### src/vacs_pkg.sv
// shared types and constants of the viterbi add-compare-select datapath
package vacs_pkg;

    // widths and field positions
    localparam int HALF_W = 16;
    localparam int WORD_W = 32;
    localparam int ACC_W = 40;
    localparam int HI_LSB = 16;
    localparam int WORD_MSB = 31;
    localparam int N_HALF = 2;

    // history shift per form
    localparam int DUAL_SHIFT = 2;
    localparam int SINGLE_SHIFT = 1;

    // reset values
    localparam logic [ACC_W-1:0] ACC_RST = 40'h00_0000_0000;
    localparam logic [WORD_W-1:0] DATA_RST = 32'h0000_0000;
    localparam logic [HALF_W-1:0] HALF_ZERO = 16'h0000;

    // operations issued by the decoder
    typedef enum logic [2:0] {
        OP_ADD_SIGN,
        OP_DUAL_ASL,
        OP_DUAL_ASR,
        OP_SINGLE_ASL,
        OP_SINGLE_ASR
    } vacs_op_e;

    // request: operation and both source registers
    typedef struct packed {
        logic valid;
        vacs_op_e op;
        logic [WORD_W-1:0] src0;
        logic [WORD_W-1:0] src1;
    } vacs_req_s;

    // result toward the data register file
    typedef struct packed {
        logic valid;
        logic wr_hi;
        logic wr_lo;
        logic [WORD_W-1:0] data;
    } vacs_res_s;

    // whole state of the datapath
    typedef struct packed {
        vacs_res_s res;
        logic [ACC_W-1:0] acc;
        logic flags_we;
    } vacs_state_s;

endpackage : vacs_pkg

### src/vacs_max16.sv
// signed 16-bit maximum on the two's-complement circle
`timescale 1ns/10ps
module vacs_max16 (
    // the two halves to compare
    input wire logic [vacs_pkg::HALF_W-1:0] hi_i,
    input wire logic [vacs_pkg::HALF_W-1:0] lo_i,
    // selected maximum and decision
    output logic [vacs_pkg::HALF_W-1:0] max_o,
    output logic hi_won_o
);

    logic [vacs_pkg::HALF_W-1:0] diff;

    // wrapped difference keeps overflowed metrics ranked
    always_comb begin
        diff = vacs_pkg::HALF_W'(hi_i - lo_i); // RQ19
        // a tie or negative difference leaves the low half
        hi_won_o = !diff[vacs_pkg::HALF_W-1] && (diff != vacs_pkg::HALF_ZERO); // RQ20
        max_o = hi_won_o ? hi_i : lo_i;
    end

endmodule : vacs_max16

### src/vacs_datapath.sv
// sign-conditional add and compare-select datapath with history accumulator
`timescale 1ns/10ps

// Summary of operation
// RQ1: factor of plus/minus one from first-source sign
// RQ2: adjusted half keeps second-source magnitude
// RQ3: same 16-bit sum into both destination halves
// RQ4: sum wraps, never saturates
// RQ5: program uses one register per operand group
// RQ6: compare-select treats operands as signed
// RQ7: dual gives two maxima, single one low
// RQ8: upper from first source, lower from second
// RQ9: decisions shift into accumulator zero low word
// RQ10: program clears accumulator extension beforehand
// RQ11: dual left form shifts left by two
// RQ12: left form: upper bit second, lower first
// RQ13: dual right form shifts right by two
// RQ14: right form: top bit first, next second
// RQ15: second-source decision enters before the first
// RQ16: single left form shifts left by one
// RQ17: single right form shifts right by one
// RQ18: single decision is one when high wins
// RQ19: compare by sign of wrapped difference
// RQ20: ties select low half, decision zero
// RQ21: no arithmetic status flag changes
module vacs_datapath (
    // clock and reset
    input wire logic clk_i,
    input wire logic rstn_i,
    // operation from the decoder
    input wire vacs_pkg::vacs_req_s req_i,
    // accumulator zero load path
    input wire logic acc_load_i,
    input wire logic [vacs_pkg::ACC_W-1:0] acc_load_data_i,
    // results
    output vacs_pkg::vacs_res_s res_o,
    output logic [vacs_pkg::ACC_W-1:0] accum_zero_o,
    output logic flags_we_o
);

    localparam int HW = vacs_pkg::HALF_W;
    localparam int AW = vacs_pkg::ACC_W;

    vacs_pkg::vacs_state_s st;
    vacs_pkg::vacs_state_s next_st;

    logic [HW-1:0] adj [vacs_pkg::N_HALF];
    logic [HW-1:0] pmax [vacs_pkg::N_HALF];
    logic [vacs_pkg::N_HALF-1:0] hi_won;
    logic [HW-1:0] aos_sum;
    logic dy;
    logic dz;

    // per-half sign adjust and per-source maximum
    for (genvar g = 0; g < vacs_pkg::N_HALF; g++) begin : g_half
        logic [HW-1:0] a;
        logic [HW-1:0] b;
        logic [vacs_pkg::WORD_W-1:0] pick;

        assign a = req_i.src0[g*HW +: HW];
        assign b = req_i.src1[g*HW +: HW];
        // negate exactly when the first-source half is negative
        assign adj[g] = a[HW-1] ? HW'(vacs_pkg::HALF_ZERO - b) : b; // RQ1 RQ2

        // pair 0 compares the first source, pair 1 the second
        assign pick = (g == 0) ? req_i.src0 : req_i.src1;

        vacs_max16 u_max (
            .hi_i(pick[vacs_pkg::HI_LSB +: HW]),
            .lo_i(pick[HW-1:0]),
            .max_o(pmax[g]),
            .hi_won_o(hi_won[g])
        ); // RQ6 RQ19 RQ20
    end

    // wrapped sum, no saturation
    assign aos_sum = HW'(adj[1] + adj[0]); // RQ4
    assign dy = hi_won[0];
    assign dz = hi_won[1];

    // next-state logic
    always_comb begin
        logic [AW-1:0] shr;
        shr = '0;
        next_st = st;
        next_st.res.valid = 1'b0;
        next_st.res.wr_hi = 1'b0;
        next_st.res.wr_lo = 1'b0;
        // this datapath owns no status flag
        next_st.flags_we = 1'b0; // RQ21
        if (req_i.valid) begin
            unique case (req_i.op)
                vacs_pkg::OP_ADD_SIGN: begin
                    next_st.res.data = {aos_sum, aos_sum}; // RQ3
                    next_st.res.wr_hi = 1'b1;
                    next_st.res.wr_lo = 1'b1;
                    next_st.res.valid = 1'b1;
                end
                vacs_pkg::OP_DUAL_ASL: begin
                    next_st.res.data = {pmax[0], pmax[1]}; // RQ7 RQ8
                    next_st.res.wr_hi = 1'b1;
                    next_st.res.wr_lo = 1'b1;
                    next_st.res.valid = 1'b1;
                    // second-source bit goes in first, so it sits higher
                    next_st.acc = {st.acc[AW-1-vacs_pkg::DUAL_SHIFT:0], dz, dy}; // RQ11 RQ12 RQ15
                end
                vacs_pkg::OP_DUAL_ASR: begin
                    next_st.res.data = {pmax[0], pmax[1]}; // RQ7 RQ8
                    next_st.res.wr_hi = 1'b1;
                    next_st.res.wr_lo = 1'b1;
                    next_st.res.valid = 1'b1;
                    // first-source bit enters last, so it lands on top
                    shr = st.acc >> vacs_pkg::DUAL_SHIFT;
                    shr[vacs_pkg::WORD_MSB -: vacs_pkg::DUAL_SHIFT] = {dy, dz}; // RQ14 RQ15
                    next_st.acc = shr; // RQ9 RQ13
                end
                vacs_pkg::OP_SINGLE_ASL: begin
                    next_st.res.data[HW-1:0] = pmax[0]; // RQ7
                    next_st.res.wr_lo = 1'b1;
                    next_st.res.valid = 1'b1;
                    next_st.acc = {st.acc[AW-1-vacs_pkg::SINGLE_SHIFT:0], dy}; // RQ16 RQ18
                end
                vacs_pkg::OP_SINGLE_ASR: begin
                    next_st.res.data[HW-1:0] = pmax[0]; // RQ7
                    next_st.res.wr_lo = 1'b1;
                    next_st.res.valid = 1'b1;
                    shr = st.acc >> vacs_pkg::SINGLE_SHIFT;
                    shr[vacs_pkg::WORD_MSB] = dy; // RQ17 RQ18
                    next_st.acc = shr; // RQ9
                end
                default: begin
                    // illegal operation code: no result, no history
                    next_st.res.valid = 1'b0;
                end
            endcase
        end
        // an explicit load of accumulator zero overrides a shift
        if (acc_load_i) begin
            next_st.acc = acc_load_data_i;
        end
    end

    // state register
    always_ff @(posedge clk_i) begin
        if (!rstn_i) begin
            st.res.valid <= 1'b0;
            st.res.wr_hi <= 1'b0;
            st.res.wr_lo <= 1'b0;
            st.res.data <= vacs_pkg::DATA_RST;
            st.acc <= vacs_pkg::ACC_RST;
            st.flags_we <= 1'b0;
        end else begin
            st <= next_st;
        end
    end

    // outputs straight from the state register
    assign res_o = st.res;
    assign accum_zero_o = st.acc;
    assign flags_we_o = st.flags_we;

    // reference values built a different way from the datapath
    logic [HW-1:0] ref_b1;
    logic [HW-1:0] ref_b0;
    logic [HW-1:0] ref_sum;
    logic signed [HW:0] ref_m1;
    logic signed [HW:0] ref_m0;

    // multiply by the sign factor on a widened product
    always_comb begin
        ref_m1 = $signed(req_i.src0[31]) ? -$signed({1'b0, 16'h0001})
                                         : $signed({1'b0, 16'h0001});
        ref_m0 = $signed(req_i.src0[15]) ? -$signed({1'b0, 16'h0001})
                                         : $signed({1'b0, 16'h0001});
        ref_b1 = HW'($signed(req_i.src1[31:16]) * ref_m1);
        ref_b0 = HW'($signed(req_i.src1[15:0]) * ref_m0);
        ref_sum = HW'(ref_b1 + ref_b0);
    end

    // decisions judged again by signed difference, apart from the compare cells
    logic [HW-1:0] ref_dy_diff;
    logic [HW-1:0] ref_dz_diff;
    logic ref_dy;
    logic ref_dz;
    logic [HW-1:0] ref_max0;
    logic [HW-1:0] ref_max1;

    // a plain signed compare of the raw halves would misrank overflowed metrics
    always_comb begin
        ref_dy_diff = HW'(req_i.src0[vacs_pkg::HI_LSB +: HW] - req_i.src0[HW-1:0]);
        ref_dz_diff = HW'(req_i.src1[vacs_pkg::HI_LSB +: HW] - req_i.src1[HW-1:0]);
        ref_dy = $signed(ref_dy_diff) > $signed(vacs_pkg::HALF_ZERO);
        ref_dz = $signed(ref_dz_diff) > $signed(vacs_pkg::HALF_ZERO);
        ref_max0 = ref_dy ? req_i.src0[vacs_pkg::HI_LSB +: HW] : req_i.src0[HW-1:0];
        ref_max1 = ref_dz ? req_i.src1[vacs_pkg::HI_LSB +: HW] : req_i.src1[HW-1:0];
    end
endmodule : vacs_datapath

### config.mk
export PLATFORM = sky130hd
export DESIGN_NAME = vacs_datapath
export DESIGN_NICKNAME = d
export VERILOG_FILES = /design/src/vacs_pkg.sv /design/src/vacs_max16.sv /design/src/vacs_datapath.sv
export SDC_FILE = /design/constraint.sdc
export NUM_CORES = 1
export LEC_CHECK = 0
export BUFFER_PORTS_ARGS = -buffer_cell sky130_fd_sc_hd__buf_2
export CAP_MARGIN = 20
export CORE_MARGIN = 2
export CORE_UTILIZATION = 45
export CTS_BUF_LIST = sky130_fd_sc_hd__clkbuf_8
export DETAILED_ROUTE_END_ITERATION = 6
export PLACE_DENSITY = 0.69
export SLEW_MARGIN = 20
export SYNTH_ARGS = -nofsm -noshare
export SYNTH_HDL_FRONTEND = slang
export SYNTH_SLANG_ARGS = --single-unit
### constraint.sdc
create_clock -name clk_i -period 4.77 [get_ports clk_i]
set_input_delay 0.2385 -clock clk_i [delete_from_list [all_inputs] [get_ports clk_i]]
set_output_delay 0.2385 -clock clk_i [all_outputs]
set_load 0.02 [all_outputs]
==> qor.yml <==
synth_enable_flop_cells: 0
yosysTopAreaCellShare_pct: 18.7
status: "finished clean"
static_leak_nw: 4.20
grt_overflow: 0
grt_first_pass_wirelength_um: 40100
hold_path_end: "accum_zero_o[11]$_SDFFE_PN0P_"
timing.final.hold_violations: 0
first_global_vias: 7789
cp_cell_instances: "buf_2 -> inv_1 -> ha_1 -> inv_1 -> fa_1 -> a21oi_1 -> o221ai_1 -> a41oi_1 -> nor2_1 -> mux2_2 -> or4_1 -> o31a_1 -> buf_4 -> mux2i_1 -> o221ai_1 -> o211a_1"
ant_nets: 0
rr_endpoint: "accum_zero_o[29]$_SDFFE_PN0P_"
average_footprint_of_a_synthesized_cell_um2: 7.23
grt_usage_pct: 26.6
fin_setup_tns_ns: 0
critical_path.reg2reg.startpoint: "accum_zero_o[31]$_SDFFE_PN0P_"
remaining_drc_errors: 0
clock_path_buffers: 2
resize_count_post_cts: 0
layout-drive-gt1-share_pct: 18.8
synth_top_cell_by_area: "sky130_fd_sc_hd__dfxtp_1"
worstPathRequired_ns: 5.03
buffers_inverters_on_critical_path: 4
max_stage_delay_ns: 0.55
drt_iter0_drc: 582
timing.max_slew.rel_slack_pct: 28.5
share_of_the_cycle_needed_by_the_critical_path_after_routing_pct: 76.9
slew_of_the_pin_with_the_lowest_slew_margin_ns: 1.07
post_synth_main_area_contributors: "sky130_fd_sc_hd__dfxtp_1 (19%), sky130_fd_sc_hd__mux2i_1 (8.4%), sky130_fd_sc_hd__a21oi_1 (8.0%)"
postSynthCellCount: 1094
setup_viol_count_final: 0
worst_ep_arrival_time_ns: 3.93
synth_top_flop_cell: "sky130_fd_sc_hd__dfxtp_1"
critPathLaunchType: "input port"
timing.clock.skew_ns: 0.0102
fin_worst_hold_slack_ns: 0.0876
floorplan.io_pins: 187
gp_routability_congestion: 0.945
critical_path_peak_fanout: 12
synth.lib_cells_used.distinct: 68
timing.max_cap.violations: 0
cts_tree: "done"
synth_most_common_cell: "sky130_fd_sc_hd__nor2_1"
synth.net_count: 1255
grt_start_max_net_pins: 83
worst-r2r-cell-count: 8
clk_pin_slew_worst_paths_ns: 0.09
synth.yosys.seq_area_share_pct: 18.7
async_reset_ff_share_pct: 0
post_synth_instance_area_um2: 7910
crit_family: "compound AO/OA/AOI/OAI gates"
design.core.area_um2: 17200
tritoncts.num_buffers: 9
route.final.wire_length_um: 25100
clock_sinks: 74
crit_path_capture_type: "register"
critical_path.slowest_cell: "sky130_fd_sc_hd__or4_1"
power-per-cell-area_nw_per_um2: 259
antenna_found_initial: 0
totalPowerFinal_w: 0.00235
area_growth_syn_to_layout_pct: 14.8
design.die.area_um2: 18600
effective_utilization_at_floorplan_pct: 45.9
io_buffers: 185
rrSetupSlack_ns: 3.41
wl_per_cell_um: 17.3
place_ws_ns: 0.792
die-height_um: 137
cts_hold_repair.buffers: 0
synth_commonest_cells: "sky130_fd_sc_hd__nor2_1 (151), sky130_fd_sc_hd__a21oi_1 (126), sky130_fd_sc_hd__nand2_1 (85)"
power.ir.vdd_worst_v: 0.000128
finish.utilization_pct: 52.6
worstHoldPathType: "in -> reg"
drt_pre_antenna_iters: 5
period_minus_slack_ns: 3.67
number_of_levels_the_h_tree_was_split_into: 3
path_class: "in -> reg"
antenna_diodes: 0
min-delay-start: "acc_load_data_i[11]"
vias_per_cell: 5.91
setup_repair_after_global_routing_missed_its_margin: "false"
detailedPlacementHpwl_um: 19400
final-max-slew-violation-count: 0
die_w_um: 137
yosys_warnings: 0
finalNetCount: 1387
worst_setup_slack_final_ns: 1.10
routed-via-count: 8596
holdPathStages: 3
rows: 48
timing.fmax_mhz: 272
ys_ff_latch: 74
post_cts_buffers: 0
clk-insertion-delay-late_ns: 0.37
cts_root_cell: "sky130_fd_sc_hd__clkbuf_8"
[through the flow]
stage / instance area [um^2] / std cells
after floorplan: 7910 / 1094
after global placement: 8880 / 1440
after detailed placement: 8880 / 1440
after CTS: 9070 / 1455
after global routing: 9070 / 1455
final: 9070 / 1455
[routing by layer]
layer | wire, um | up-vias | track usage [%]
met5 | 0 | - | 0
met1 | 11900 | 3977 | 37.8
li1 | - | 4272 | -
met2 | 11100 | 304 | 41.6
met3 | 1520 | 43 | 3.59
met4 | 639 | 0 | 8.04
[power breakdown]
group / leakage, nW / internal, W / switching (W) / total, W
clock network: 0.0999 / 0.000253 / 0.000260 / 0.000513
registers: 0.610 / 0.000668 / 0.0000557 / 0.000723
logic: 3.49 / 0.000439 / 0.000675 / 0.00111
total: 4.20 / 0.00136 / 0.000991 / 0.00235
[layout by cell type, fill, tap and decap left out, drive strengths merged, types with 5 or more instances in the layout]
cell,instances
buf,194
nor2,151
a21oi,126
nand2,85
dfxtp,74
mux2i,66
inv,61
o221ai,53
xnor2,49
ha,47
o21ai,47
nand3,21
a21o,18
nor3,17
nor2b,13
nand2b,12
o31ai,12
or2,12
o211a,11
a31oi,11
a22oi,10
clkbuf,10
xor2,9
a211oi,7
o21a,7
o211ai,7
a2111oi,6
o31a,6
a221oi,6
or3,5
or4,5
and2,5
o2111ai,5
nor3b,5
[logic make-up after synthesis]
| kind of cell | count (synthesis) | share of synthesized area, % |
|---|---|---|
| simple gates | 350 | 20.4 |
| mux | 69 | 8.83 |
| buf+inv | 132 | 6.70 |
| compound gates | 360 | 30.7 |
| other cells | 1 | 0.0474 |
| fa+ha+maj | 50 | 8.20 |
| flops | 74 | 18.7 |
| xor+xnor | 58 | 6.43 |
[tightest hold or removal path, delay by kind of cell]
family	cells	cell delay [ns]
compound gates	1	0.05
buf+inv	1	0.07
simple gates	1	0.07
[registers in the layout (all words and copies together) (netlist names)]
register	count
accum_zero_o	40
res_o	34
[worst max path at each step]
stage	to	cells past startpoint	from	slack (ns)
6_report	res_o[10]$_SDFFE_PN0P_	16	req_i[16]	1.10
5_1_grt	res_o[8]$_SDFFE_PN0P_	16	req_i[16]	0.86
4_1_cts	res_o[10]$_SDFFE_PN0P_	16	req_i[16]	1.16
3_5_place_dp	res_o[10]$_SDFFE_PN0P_	16	req_i[16]	0.79
3_3_place_gp	accum_zero_o[30]$_SDFFE_PN0P_	16	req_i[16]	0.89
2_1_floorplan	res_o[14]$_SDFFE_PN0P_	17	req_i[1]	1.34
[cell type report]
type,count,area [um^2]
multi-input combinational,888,5900
tap,225,282
fill,1745,8160
timing repair buffer,194,993
clock buffer,10,138
inverter,59,221
sequential,74,1480
clock inverter,5,55.1
Power figures use the tool's default switching activity.
